### src/core/ebl_pkg.sv
// Purpose: Shared constants and carrier types for the boot image loader
// Assumes: Byte stream from the EEPROM reader arrives MSB first
// Notes:   Codes and the flag and memory select positions live here; other field positions sit in the loader
package ebl_pkg;

  localparam logic [7:0]  SENTINEL      = 8'hAA;
  localparam logic [6:0]  I2C_BOOT_ADDR = 7'h50;
  localparam logic [1:0]  MEM_DATA0     = 2'h0;
  localparam logic [1:0]  MEM_DATA1     = 2'h1;
  localparam logic [1:0]  MEM_PROG      = 2'h2;
  localparam logic [1:0]  MAX_ATTEMPTS  = 2'h3;
  localparam logic [3:0]  HDR_LAST_BYTE = 4'hF;
  localparam logic [2:0]  BLK_LAST_BYTE = 3'h7;
  localparam logic [1:0]  WORD_LAST     = 2'h3;
  localparam logic [23:0] HDR_LEN_BYTES = 24'h000010;
  localparam int          FLAG_BIT      = 31;
  localparam int          MEM_LSB       = 16;
  localparam int          FIFO_DEPTH    = 8;
  localparam int          WORD_W        = 32;

  // Panic causes
  typedef enum logic [1:0] {
    EBL_PANIC_NONE     = 2'b00,
    EBL_PANIC_SENTINEL = 2'b01,
    EBL_PANIC_CHECKSUM = 2'b10,
    EBL_PANIC_STREAM   = 2'b11
  } ebl_panic_e;

  // Header settings handed to the clock logic
  typedef struct packed {
    logic [23:0] first_block_addr;
    logic [7:0]  pll_output_divider;
    logic [7:0]  pll_feedback_divider;
    logic [7:0]  pll_setting_sum;
    logic [7:0]  mclk_out_select;
    logic [31:0] eeprom_speed_config;
  } ebl_hdr_s;

  // One memory write
  typedef struct packed {
    logic [1:0]  mem_sel;
    logic [15:0] addr;
    logic [31:0] data;
  } ebl_wr_s;

  localparam int WR_W = $bits(ebl_wr_s);

endpackage

### src/core/ebl_fifo.sv
// Purpose: Small synchronous FIFO with valid/ready on both sides
// Assumes: Single clock, synchronous active-high reset
// Notes:   Read data comes straight from a register
`timescale 1ns/1ps
`default_nettype none
module ebl_fifo
#(
  parameter int WIDTH = 50,
  parameter int DEPTH = 8
)
(
  input  wire logic             i_clock,
  input  wire logic             i_srst,
  input  wire logic             i_in_valid,
  output logic                  o_in_ready,
  input  wire logic [WIDTH-1:0] i_in_data,
  output logic                  o_out_valid,
  input  wire logic             i_out_ready,
  output logic      [WIDTH-1:0] o_out_data
);
  localparam int AW = $clog2(DEPTH);

  logic [WIDTH-1:0] mem_ff [DEPTH];
  logic [AW-1:0]    wptr_ff;
  logic [AW-1:0]    rptr_ff;
  logic [AW:0]      count_ff;
  logic             push;
  logic             pop;
  logic             out_free;

  // Handshakes; output register refills when empty or drained
  assign o_in_ready = (count_ff != (AW+1)'(DEPTH));
  assign push       = i_in_valid && o_in_ready;
  assign out_free   = !o_out_valid || i_out_ready;
  assign pop        = out_free && (count_ff != '0);

  // Storage
  always_ff @(posedge i_clock)
  begin
    if (push)
    begin
      mem_ff[wptr_ff] <= i_in_data;
    end
  end

  // Pointers and fill count
  always_ff @(posedge i_clock)
  begin
    if (i_srst)
    begin
      wptr_ff  <= '0;
      rptr_ff  <= '0;
      count_ff <= '0;
    end
    else
    begin
      if (push)
      begin
        wptr_ff <= wptr_ff + 1'b1;
      end
      if (pop)
      begin
        rptr_ff <= rptr_ff + 1'b1;
      end
      count_ff <= count_ff + (AW+1)'(push) - (AW+1)'(pop);
    end
  end

  // Registered output stage
  always_ff @(posedge i_clock)
  begin
    if (i_srst)
    begin
      o_out_valid <= 1'b0;
      o_out_data  <= '0;
    end
    else if (out_free)
    begin
      o_out_valid <= pop;
      if (pop)
      begin
        o_out_data <= mem_ff[rptr_ff];
      end
    end
  end
endmodule
`default_nettype wire

### src/core/ebl_loader.sv
// Purpose: Parse a serial EEPROM boot image and emit memory writes
// Assumes: A byte reader fetches bytes from the address given here
// Notes:   Writes pass through an 8-word FIFO to the memories
// How it works
// [RULE_01] Image ends with an 8-byte 64-bit checksum right after final block.
// [RULE_02] Checksum sums header, block headers, data as 32-bit words.
// [RULE_03] After load, compare computed sum with trailer; panic on mismatch.
// [RULE_04] Trailer value zero disables the comparison entirely.
// [RULE_05] Byte 0 is sentinel; bytes 1-3 address first block header.
// [RULE_06] Bytes 4-11 carry PLL and clock fields; 12-15 EEPROM speed.
// [RULE_07] Block header eight bytes: flag, memory select, base, length, jump.
// [RULE_08] After block header, read consecutive four-byte data words.
// [RULE_09] Trailer first four bytes are upper half, last four lower half.
// [RULE_10] I2C boot reads only bus address 0x50.
// [RULE_11] SPI boot reads only the primary select line EEPROM.
// [RULE_12] Final flag one ends the chain; jump used only there.
// [RULE_13] Memory select 0,1 data memories, 2 program; start at base.
// [RULE_14] Length counts 32-bit words; exactly that many transferred.
// [RULE_15] Up to three attempts; then panic and sleep.
// [RULE_16] 64-bit wrapping accumulator; multi-byte fields MSB first.
`timescale 1ns/1ps
`default_nettype none
module ebl_loader
  import ebl_pkg::*;
(
  input  wire logic        i_clock,
  input  wire logic        i_srst,
  input  wire logic        i_start,
  input  wire logic        i_use_i2c,
  output logic             o_rd_req,
  output logic [23:0]      o_rd_addr,
  output logic [6:0]       o_i2c_dev_addr,
  output logic             o_spi_primary_sel,
  input  wire logic        i_rd_valid,
  input  wire logic [7:0]  i_rd_byte,
  input  wire logic        i_rd_error,
  output logic             o_wr_valid,
  input  wire logic        i_wr_ready,
  output ebl_wr_s          o_wr,
  output ebl_hdr_s         o_hdr,
  output logic [15:0]      o_jump_addr,
  output logic             o_busy,
  output logic             o_done,
  output logic             o_panic,
  output ebl_panic_e       o_panic_code,
  output logic             o_sleep,
  output logic [1:0]       o_attempt
);

  typedef enum logic [2:0] {
    ST_IDLE  = 3'b000,
    ST_HDR   = 3'b001,
    ST_BLK   = 3'b010,
    ST_DATA  = 3'b011,
    ST_TRAIL = 3'b100,
    ST_CHECK = 3'b101,
    ST_FAIL  = 3'b110,
    ST_END   = 3'b111
  } ebl_state_e;

  ebl_state_e  state_ff;
  logic [3:0]  bcnt_ff;
  logic [31:0] shreg_ff;
  logic [63:0] block_hdr_ff;
  logic [63:0] trail_ff;
  logic [63:0] sum_ff;
  logic [15:0] words_left_ff;
  logic [15:0] wr_addr_ff;
  logic [23:0] rd_addr_ff;
  logic        last_ff;
  logic [31:0] word;
  logic        word_done;
  logic        fifo_in_ready;
  logic        byte_ok;
  logic        fail_now;
  ebl_wr_s     wr_nxt;

  // Shift a byte into a word, MSB first
  function automatic logic [31:0] shift_in(input logic [31:0] w, input logic [7:0] b);
    return {w[23:0], b};
  endfunction

  // Widen a word for the checksum accumulator
  function automatic logic [63:0] widen(input logic [31:0] w);
    return {32'h0000_0000, w};
  endfunction

  assign word      = shift_in(shreg_ff, i_rd_byte);                        // RULE_16
  assign word_done = (bcnt_ff[1:0] == WORD_LAST);
  // Data reads stall while the write FIFO is full
  assign byte_ok   = i_rd_valid && ((state_ff != ST_DATA) || fifo_in_ready);
  assign fail_now  = i_rd_error && o_rd_req;
  assign wr_nxt    = '{mem_sel: block_hdr_ff[WORD_W+MEM_LSB+1:WORD_W+MEM_LSB],
                       addr: wr_addr_ff, data: word};                      // RULE_13

  // Byte requests: I2C device 0x50 only, SPI primary select only
  always_ff @(posedge i_clock)
  begin
    if (i_srst)
    begin
      o_rd_req          <= 1'b0;
      o_rd_addr         <= '0;
      o_i2c_dev_addr    <= I2C_BOOT_ADDR;
      o_spi_primary_sel <= 1'b0;
    end
    else
    begin
      o_rd_req          <= (state_ff inside {ST_HDR, ST_BLK, ST_DATA, ST_TRAIL});
      o_rd_addr         <= rd_addr_ff;
      o_i2c_dev_addr    <= I2C_BOOT_ADDR;                                  // RULE_10
      o_spi_primary_sel <= !i_use_i2c && o_busy;                           // RULE_11
    end
  end

  // Main parse sequencer
  always_ff @(posedge i_clock)
  begin
    if (i_srst)
    begin
      state_ff      <= ST_IDLE;
      bcnt_ff       <= '0;
      shreg_ff      <= '0;
      block_hdr_ff  <= '0;
      trail_ff      <= '0;
      sum_ff        <= '0;
      words_left_ff <= '0;
      wr_addr_ff    <= '0;
      rd_addr_ff    <= '0;
      last_ff       <= 1'b0;
      o_hdr         <= '0;
      o_jump_addr   <= '0;
      o_busy        <= 1'b0;
      o_done        <= 1'b0;
      o_panic       <= 1'b0;
      o_panic_code  <= EBL_PANIC_NONE;
      o_sleep       <= 1'b0;
      o_attempt     <= '0;
    end
    else
    begin
      unique case (state_ff)
        ST_IDLE:
        begin
          if (i_start)
          begin
            state_ff     <= ST_HDR;
            rd_addr_ff   <= '0;
            bcnt_ff      <= '0;
            sum_ff       <= '0;
            o_busy       <= 1'b1;
            o_done       <= 1'b0;
            o_panic      <= 1'b0;
            o_sleep      <= 1'b0;
            o_panic_code <= EBL_PANIC_NONE;
            o_attempt    <= 2'h1;
          end
        end
        ST_HDR:
        begin
          if (fail_now)
          begin
            state_ff <= ST_FAIL;
            o_panic_code <= EBL_PANIC_STREAM;
          end
          else if (byte_ok)
          begin
            bcnt_ff    <= bcnt_ff + 4'h1;
            rd_addr_ff <= rd_addr_ff + 24'h1;
            shreg_ff   <= word;
            if (bcnt_ff == 4'h0 && i_rd_byte != SENTINEL)                  // RULE_05
            begin
              state_ff     <= ST_FAIL;
              o_panic_code <= EBL_PANIC_SENTINEL;
            end
            if (word_done)
            begin
              sum_ff <= sum_ff + widen(word);                              // RULE_02
              unique case (bcnt_ff[3:2])
                2'h0: o_hdr.first_block_addr <= word[23:0];                // RULE_05
                2'h1:
                begin
                  o_hdr.pll_output_divider   <= word[23:16];               // RULE_06
                  o_hdr.pll_feedback_divider <= word[7:0];
                end
                2'h2:
                begin
                  o_hdr.pll_setting_sum <= word[23:16];                    // RULE_06
                  o_hdr.mclk_out_select <= word[7:0];
                end
                2'h3: o_hdr.eeprom_speed_config <= word;                   // RULE_06
              endcase
            end
            if (bcnt_ff == HDR_LAST_BYTE)
            begin
              state_ff   <= ST_BLK;
              bcnt_ff    <= '0;
              rd_addr_ff <= o_hdr.first_block_addr;                        // RULE_05
            end
          end
        end
        ST_BLK:
        begin
          if (fail_now)
          begin
            state_ff <= ST_FAIL;
            o_panic_code <= EBL_PANIC_STREAM;
          end
          else if (byte_ok)
          begin
            bcnt_ff      <= bcnt_ff + 4'h1;
            rd_addr_ff   <= rd_addr_ff + 24'h1;
            shreg_ff     <= word;
            block_hdr_ff <= {block_hdr_ff[55:0], i_rd_byte};               // RULE_07
            if (word_done)
            begin
              sum_ff <= sum_ff + widen(word);                              // RULE_02
            end
            if (bcnt_ff[2:0] == BLK_LAST_BYTE)
            begin
              bcnt_ff       <= '0;
              last_ff       <= block_hdr_ff[FLAG_BIT+24];                  // RULE_12
              wr_addr_ff    <= block_hdr_ff[39:24];                        // RULE_13
              words_left_ff <= word[31:16];                                // RULE_14
              if (block_hdr_ff[FLAG_BIT+24])
              begin
                o_jump_addr <= word[15:0];                                 // RULE_12
              end
              // Empty blocks go straight on to the next header or the trailer
              state_ff <= (word[31:16] != 16'h0000) ? ST_DATA              // RULE_08
                        : (block_hdr_ff[FLAG_BIT+24] ? ST_TRAIL : ST_BLK); // RULE_01
            end
          end
        end
        ST_DATA:
        begin
          if (fail_now)
          begin
            state_ff <= ST_FAIL;
            o_panic_code <= EBL_PANIC_STREAM;
          end
          else if (byte_ok)
          begin
            bcnt_ff    <= bcnt_ff + 4'h1;
            rd_addr_ff <= rd_addr_ff + 24'h1;
            shreg_ff   <= word;
            if (word_done)
            begin
              bcnt_ff       <= '0;
              sum_ff        <= sum_ff + widen(word);                       // RULE_02
              wr_addr_ff    <= wr_addr_ff + 16'h1;                         // RULE_13
              words_left_ff <= words_left_ff - 16'h1;                      // RULE_14
              if (words_left_ff == 16'h0001)
              begin
                state_ff <= last_ff ? ST_TRAIL : ST_BLK;                   // RULE_12
              end
            end
          end
        end
        ST_TRAIL:
        begin
          if (fail_now)
          begin
            state_ff <= ST_FAIL;
            o_panic_code <= EBL_PANIC_STREAM;
          end
          else if (byte_ok)
          begin
            bcnt_ff    <= bcnt_ff + 4'h1;
            rd_addr_ff <= rd_addr_ff + 24'h1;
            trail_ff   <= {trail_ff[55:0], i_rd_byte};                     // RULE_09
            if (bcnt_ff[2:0] == BLK_LAST_BYTE)
            begin
              state_ff <= ST_CHECK;                                        // RULE_01
            end
          end
        end
        ST_CHECK:
        begin
          if (trail_ff == 64'h0 || trail_ff == sum_ff)                     // RULE_04
          begin
            state_ff <= ST_END;
            o_done   <= 1'b1;
            o_busy   <= 1'b0;
          end
          else
          begin
            state_ff     <= ST_FAIL;                                       // RULE_03
            o_panic_code <= EBL_PANIC_CHECKSUM;
          end
        end
        ST_FAIL:
        begin
          if (o_attempt == MAX_ATTEMPTS)                                   // RULE_15
          begin
            state_ff <= ST_END;
            o_panic  <= 1'b1;
            o_sleep  <= 1'b1;
            o_busy   <= 1'b0;
          end
          else
          begin
            state_ff   <= ST_HDR;
            o_attempt  <= o_attempt + 2'h1;
            rd_addr_ff <= '0;
            bcnt_ff    <= '0;
            sum_ff     <= '0;
          end
        end
        ST_END:
        begin
          if (i_start)
          begin
            state_ff <= ST_IDLE;
          end
        end
      endcase
    end
  end

  // Memory writes, queued in front of the memories
  ebl_fifo
  #(
    .WIDTH (WR_W),
    .DEPTH (FIFO_DEPTH)
  )
  u_wr_fifo
  (
    .i_clock     (i_clock),
    .i_srst      (i_srst),
    .i_in_valid  ((state_ff == ST_DATA) && i_rd_valid && word_done && !fail_now),
    .o_in_ready  (fifo_in_ready),
    .i_in_data   (wr_nxt),
    .o_out_valid (o_wr_valid),
    .i_out_ready (i_wr_ready),
    .o_out_data  (o_wr)
  );

endmodule
`default_nettype wire

### config.mk
export PLATFORM = sky130hd
export DESIGN_NAME = ebl_loader
export DESIGN_NICKNAME = d
export VERILOG_FILES = /design/src/core/ebl_pkg.sv /design/src/core/ebl_fifo.sv /design/src/core/ebl_loader.sv
export SDC_FILE = /design/constraint.sdc
export NUM_CORES = 2
export LEC_CHECK = 0
export ABC_AREA = 1
export ABC_CLOCK_PERIOD_IN_PS = 6250
export BUFFER_PORTS_ARGS = -buffer_cell sky130_fd_sc_hd__buf_2
export CAP_MARGIN = 25
export CELL_PAD_IN_SITES_DETAIL_PLACEMENT = 1
export CELL_PAD_IN_SITES_GLOBAL_PLACEMENT = 1
export CORE_ASPECT_RATIO = 1.2
export CORE_UTILIZATION = 28
export DETAILED_ROUTE_END_ITERATION = 8
export GPL_TIMING_DRIVEN = 0
export PLACE_DENSITY_LB_ADDON = 0.1
export SETUP_SLACK_MARGIN = 0.5
export SLEW_MARGIN = 20
export SYNTH_ARGS = -nofsm -noshare
export SYNTH_HDL_FRONTEND = slang
export SYNTH_SLANG_ARGS = --single-unit
### constraint.sdc
create_clock -name i_clock -period 6.25 [get_ports i_clock]
set_clock_uncertainty 0.1 [all_clocks]
set_input_delay 0.3125 -clock i_clock [delete_from_list [all_inputs] [get_ports i_clock]]
set_output_delay 0.3125 -clock i_clock [all_outputs]
set_load 0.1 [all_outputs]
Word-level counts from Yosys, hierarchy flattened
Memory sizes are Yosys's and may differ from the RTL's. A register that Yosys moved wholly into a read port is not among the register bits.
Cells that the tools add are included.
{"block": "totals", "regBits": 420, "ramBits": 400, "input_bits": 15, "n_memories": 1}
{"memory": "u_wr_fifo.mem_ff", "depth": 8, "word_bits": 50, "rd": 1, "rd_clocked_by_memory_dff": 1, "write_ports": 1, "line": "ebl_fifo.sv:23", "source": "logic [WIDTH-1:0] mem_ff [DEPTH];"}
{"block": "classes", "add_sub_neg": 10, "eq_ne": 51, "muxes": 85, "bitwise": 1, "n_reduce_logical": 52}
{"op": "2-to-1 mux 64 bit", "n": 5}
{"op": "2-to-1 mux 16 bit", "n": 12}
{"op": "case mux 64 bit (3 select lines)", "n": 1}
{"op": "2-to-1 mux 24 bit", "n": 7}
{"op": "case mux 24 bit (4 select lines)", "n": 1}
{"op": "adder 64 x 32 -> 64 bit", "n": 1}
{"op": "equality test 64 bit", "n": 1}
{"op": "logical NOT 64 bit", "n": 1}
{"op": "case mux 16 bit (2 select lines)", "n": 2}
{"op": "2-to-1 mux 3 bit", "n": 20}
{"op": "2-to-1 mux 4 bit", "n": 13}
{"op": "inequality test 2 bit, second input constant", "n": 17}
{"op": "AND reduction 5 bit", "n": 5}
{"op": "adder 24 x 1 -> 24 bit, second input constant", "n": 1}
{"op": "case mux 3 bit (8 select lines)", "n": 1}
{"op": "case mux 4 bit (6 select lines)", "n": 1}
{"op": "AND reduction 11 bit", "n": 2}
{"op": "inequality test 3 bit, second input constant", "n": 6}
{"op": "AND reduction 3 bit", "n": 6}
{"op": "adder 16 x 1 -> 16 bit, second input constant", "n": 1}
{"op": "equality test 16 x 1 -> 1 bit, second input constant", "n": 1}
{"op": "2-to-1 mux 2 bit", "n": 8}
{"op": "nonzero test 16 bit", "n": 1}
{"op": "nonzero test 4 bit", "n": 4}
{"op": "37 further kinds", "n": 81}

Longest topological paths before layout
{"block": "logic_depth", "depth_word": 7, "mapped_depth": 16}

By module
A second synthesis with hierarchy kept.
{"block": "hier_totals", "hier_cells": 4920, "hier_area_um2": 39451.6}
{"module": "ebl_loader", "instances": 1, "cells_each": 2937, "area_per_inst_um2": 19855.3, "seq_area_each_um2": 7987.7}
{"module": "ebl_fifo", "instances": 1, "cells_each": 1983, "area_per_inst_um2": 19596.3, "seq_area_each_um2": 13232.7}

Worst setup path before layout
No wires, ideal clock.
{"block": "synth_timing", "path_type": "reg-to-reg", "start": "register o_rd_req", "end": "memory u_wr_fifo.mem_ff[5][0], enable pin", "setup_time_ns": 0.520, "t_arrival_ns": 5.211, "setup_slack_ns": 0.419, "stages_incl_launch_ff": 8, "path_cell_list": "dfxtp_1 nand2_2 nand2_1 nor4_2 inv_1 nor2_1 inv_2 nor3_1"}
{"block": "synth_via", "elab_chain_len": 6}
{"item": "start: declaration", "line": "ebl_loader.sv:30", "source": "output logic o_rd_req,"}
{"item": "start signal: assignment", "line": "ebl_loader.sv:108", "source": "o_rd_req <= (state_ff inside {ST_HDR, ST_BLK, ST_DATA, ST_TRAIL});"}
{"item": "logical AND 1 bit", "line": "ebl_loader.sv:92", "source": "assign fail_now = i_rd_error && o_rd_req;"}
{"item": "logical NOT 1 bit", "line": "ebl_loader.sv:330", "source": ".i_in_valid ((state_ff == ST_DATA) && i_rd_valid && word_done && !fail_now),"}
{"item": "logical AND 1 bit", "line": "ebl_loader.sv:330"}
{"item": "logical AND 1 bit", "line": "ebl_fifo.sv:33", "source": "assign push = i_in_valid && o_in_ready;"}
{"item": "2-to-1 mux 1 bit", "line": "ebl_fifo.sv:40", "source": "if (push)"}
{"item": "2-to-1 mux 1 bit (not written as such)", "line": "ebl_fifo.sv:42", "source": "mem_ff[wptr_ff] <= i_in_data;"}
{"item": "end: declaration", "line": "ebl_fifo.sv:23"}
No other way between the ends.

Worst setup path in the final report
{"block": "layout_timing", "start": "register state_ff[2]", "end": "memory u_wr_fifo.mem_ff[7][36], enable pin"}
{"block": "layout_via", "elab_chain_len": 7}
{"item": "start: declaration", "line": "ebl_loader.sv:61", "source": "ebl_state_e state_ff;"}
{"item": "start signal: assignment", "line": "ebl_loader.sv:229", "source": "state_ff <= (word[31:16] != 16'h0000) ? ST_DATA"}
{"item": "start signal: assignment", "line": "ebl_loader.sv:254", "source": "state_ff <= last_ff ? ST_TRAIL : ST_BLK;"}
{"item": "equality test 3 x 2 -> 1 bit", "line": "ebl_loader.sv:330"}
{"item": "logical AND 1 bit (3 in series)", "line": "ebl_loader.sv:330"}
{"item": "logical AND 1 bit", "line": "ebl_fifo.sv:33"}
{"item": "2-to-1 mux 1 bit", "line": "ebl_fifo.sv:40"}
{"item": "2-to-1 mux 1 bit (not written as such)", "line": "ebl_fifo.sv:42"}
No other way between the ends.

==> results.md <==
- Final estimated routing congestion in global placement: 0.865
- Worst Hold Depth: 3
- Peak clock frequency supported by timing: 0.243 GHz
- Buffers plus inverters on the worst setup path: 10
- Worst min-delay path category: primary input to flop
- Maximum VDD drop: 0.232 mV
- Number of cells upsized or downsized after cts: 0
- Part of the power in the clock network: 30.9%
- Area contributors post-synth: sky130_fd_sc_hd__edfxtp_1 (32%), sky130_fd_sc_hd__dfxtp_1 (25%), sky130_fd_sc_hd__o21ai_0 (8.5%)
- Initial antenna violation count: 5
- Buffer levels on the longest clock path: 3
- # port buffers: around 200
- Synthesized instance count: 4269
- IO Pins: around 210
- Launching instance or port of the critical path: state_ff[2]$_SDFFE_PP0P_
- Switching component of the power: 7.88 mW
- Area fraction in compound gates after synthesis: about 17%
- Leakage power figure: 16.8 nW
- Setup violations, final: 0
- Crit-path cells: buf_6, inv_2, nand3_2, buf_2, nor4_2, inv_1, nor2_1, inv_2, nor3_2, buf_6, buf_6, buf_4, buf_4, buf_4
- Post-detailed-placement half-perimeter wirelength: 120000 um
- Width of the die: 335 um
- # fillers: 15600
- Layout cells sized above 1: 11.2%
- P per Cell Area: 423 nW/um^2
- Final hold violation count: 0
- Synthesis-stage register bit count: 860
- Number of detailed-route iterations in the first pass: 5
- Share of async-settable or async-resettable flops after synthesis: 0%
- Worst skew pair latency: 0.73 ns
- Largest stage delay, worst path: 0.76 ns
- Endpoint type of the worst setup path: flop
- Number of nets in the finished design: 4710
- Gr ovfl total: 0
- Portion of total power attributed to combinational logic: 32.1%
- Starting utilization of the core area: 28.3%
- Post-DR vias/cell: 4.95
- Simple-Gate Fraction of Synth Area: 16.9%
- Worst Path Arrival: 4.43 ns
- Post-synth top flop: sky130_fd_sc_hd__dfxtp_1
- Pin slew with the least headroom to its limit: 1.14 ns
- Timing endpoint of the critical path: u_wr_fifo.mem_ff[7][36]$_DFFE_PP_
- Total Power: 18.8 mW
- Hold WS: 0.179 ns
- Crit path depth: 14
- Core Box Area: 132000 sq um
- Global router's overall resource usage: 23.2%
- Clock period minus final worst setup slack: slightly above 4 ns
- Category of the worst setup path launch point: flop
- Final number of max-transition violations: 0
- Count of flip-flops with a built-in enable after synthesis: 400
- Switching part of the total: 41.8%
- Clock-pin slew on the worst setup and hold paths: 0.06 ns
- Number of buffers created by CTS: 97
- Global-route wire length before repair: around 230000 um
- Crit path kind: flop to flop
- Period utilisation layout: about two thirds
- Pin count of the biggest net entering global routing: 19
- Number of distinct library cells after synthesis: 56
- Depth of the most critical reg-to-reg path: 14
- Worst slew margin relative to its limit: 24.0%
- Area share of xor/xnor cells in the synthesized design: 0.985%
- Most used standard cell by instance count after synthesis: sky130_fd_sc_hd__nand2_1
- Synthesized cell area: ~37000 sq um
- Share of Yosys cell area claimed by the top area cell type: about a third
- RSZ-0062 raised after global routing: no
- First DRT Iteration DRCs: 2004
- Total via count after detailed routing: between 30000 and 40000
- Total number of clock tree sinks: 860
- Root buffer cell: sky130_fd_sc_hd__clkbuf_16
- Critical path peak fanout: 10
- Cell taking the most area after synthesis: sky130_fd_sc_hd__edfxtp_1
- WL per Instance: 24.3 um
- Required time of the critical path: 6.56 ns
- CTS tree: done
- Run status: complete, no violations
- CP top delay family: buffers and inverters
- Internal Dissipation: around 11 mW
- Area growth from synthesis to layout: 19.4%
- Sequential fraction of design power: 37.0%
- Residual antenna-violating net count after detailed routing: 0
- Adder-cell share of the synthesized area: 1.75%
- Standard-cell row count: 146
- Total of warnings raised by yosys: 0
- Drt total wl: between 150000 and 200000 um
- Syn_area_per_cell: 8.74 sq um
- Worst flop-to-flop path startpoint: state_ff[2]$_SDFFE_PP0P_
- Die Area: about 130000 sq um
- Reg-to-reg endpoint: u_wr_fifo.mem_ff[7][36]$_DFFE_PP_
- Overall die height: 402 um
- Worst-case register-to-register setup slack: 2.13 ns
- CTS H-Tree Depth: 3
- Cell at the slowest stage of the critical path: sky130_fd_sc_hd__nor4_2
- Share of cell area taken by muxes after synthesis: 0%
- Post-CTS Setup Repair Bufs: 0
- Max cap viols: 0
- Remaining routing DRC violations: 0
- Number of global-route vias before repair: roughly 33000
- Largest family of logic cells by synthesized area: compound AO/OA/AOI/OAI gates
- Sequential element share of the synthesized area: 56.8%
- Leading cell types by count after synthesis: sky130_fd_sc_hd__nand2_1 (651), sky130_fd_sc_hd__o21ai_0 (637), sky130_fd_sc_hd__nor2_1 (610), sky130_fd_sc_hd__dfxtp_1 (460), sky130_fd_sc_hd__edfxtp_1 (400)
flip-flops by register name, indices dropped and copies added (netlist names), 24 cells and up:
register / cells
shreg_ff: 24
u_wr_fifo.mem_ff: 400
o_hdr: 88
u_wr_fifo.o_out_data: 50
o_rd_addr: 24
rd_addr_ff: 24
sum_ff: 64
trail_ff: 64
block_hdr_ff: 46
layer usage:
layer / wire, um / vias to the layer above / GRT usage (%) / part of all wire [%]
met5: 0 / - / 0 / 0
met3: 6350 / 183 / 2.71 / 4.0
met2: 80200 / 616 / 41.7 / 51
met4: 3930 / 0 / 6.58 / 2.5
li1: - / 15400 / - / -
met1: 67600 / 16000 / 28.9 / 43
tightest hold or removal path: cells and delay by family:
| family | cells | cell delay, ns |
|---|---|---|
| buf+inv | 2 | 0.60 |
| simple gates | 1 | 0.03 |
stage by stage:
step                setup TNS, ns  setup slack, ns  cell area, sq um  utilization, %  cells
finish                          0             2.13             44600            33.7   6508
global placement         -1232.13            -4.34             40600            30.7   6253
detailed placement              0             2.16             41200            31.2   6308
CTS                             0             2.13             44500            33.7   6502
global route                    0             1.91             44500            33.7   6502
floorplan                       0            0.419             37300               -   4274
power by group through the flow:
stage	sequential [mW]	combinational, mW	clock [mW]
floorplan	8.02	2.77	0
global placement	7.09	6.07	0
detailed placement	7.09	6.10	0
CTS	6.97	6.13	5.97
global route	7.00	6.54	6.18
finish	6.97	6.05	5.82
what timing repair did:
item,in CTS,in global routing
setup endpoints to repair,0,0
endpoints found under the hold margin,77,0
hold buffers,13,0
final cells by class:
cell class	instances	area, sq um	share of cell area (%)
inverters	346	1310	2.95
plain buffers	230	977	2.19
flip-flops and latches	860	21200	47.6
diodes	6	15.0	0.0337
multi-input cells	2838	13900	31.2
clock inverters	37	374	0.840
repair buffers	271	1690	3.79
clock buffers	144	2850	6.39
well taps	1776	2220	4.99
how the worst min path moves through the flow:
stage                     slack, ns                            end                          start
after detailed placement       0.35  block_hdr_ff[21]$_SDFFE_PP0P_  block_hdr_ff[21]$_SDFFE_PP0P_
after CTS                      0.13   o_spi_primary_sel$_SDFF_PP0_                      i_use_i2c
after floorplan                0.28   o_spi_primary_sel$_SDFF_PP0_                      i_use_i2c
after global routing           0.19   o_spi_primary_sel$_SDFF_PP0_                      i_use_i2c
final                          0.18   o_spi_primary_sel$_SDFF_PP0_                      i_use_i2c
after global placement         0.34  block_hdr_ff[34]$_SDFFE_PP0P_  block_hdr_ff[34]$_SDFFE_PP0P_
cells by family (layout without fill, tap and decap cells):
family | count (synthesis) | in the layout
other | 2 | 13
AOI/OAI and AO/OA | 1199 | 1199
DFF | 860 | 860
adders and majority gates | 51 | 51
and+or+nand+nor | 1539 | 1539
xor gates and xnor gates | 42 | 42
buffers and inverters | 576 | 1028
placed cells by master (no fill, tap or decap), drive strengths merged, types with 4 or more instances in the layout:
cell type,netlist,layout
bufinv,0,4
nor3,49,49
ha,49,49
o21bai,5,5
a31oi,10,10
a22o,13,13
conb,2,7
dlygate4sd3,0,13
nor2,620,620
clkinv,3,33
a21oi,391,391
diode,0,6
edfxtp,400,400
nand3b,6,6
a221oi,4,4
inv,343,344
a21o,4,4
o211ai,5,5
nor4,13,13
buf,64,322
dfxtp,460,460
o22ai,53,53
nand2,662,662
nand3,148,148
or2,5,5
clkbuf,166,310
xnor2,6,6
xor2,36,36
o21ai,643,643
nand4,33,33
o221ai,51,51
a211oi,10,10
Power figures use the tool's default switching activity.
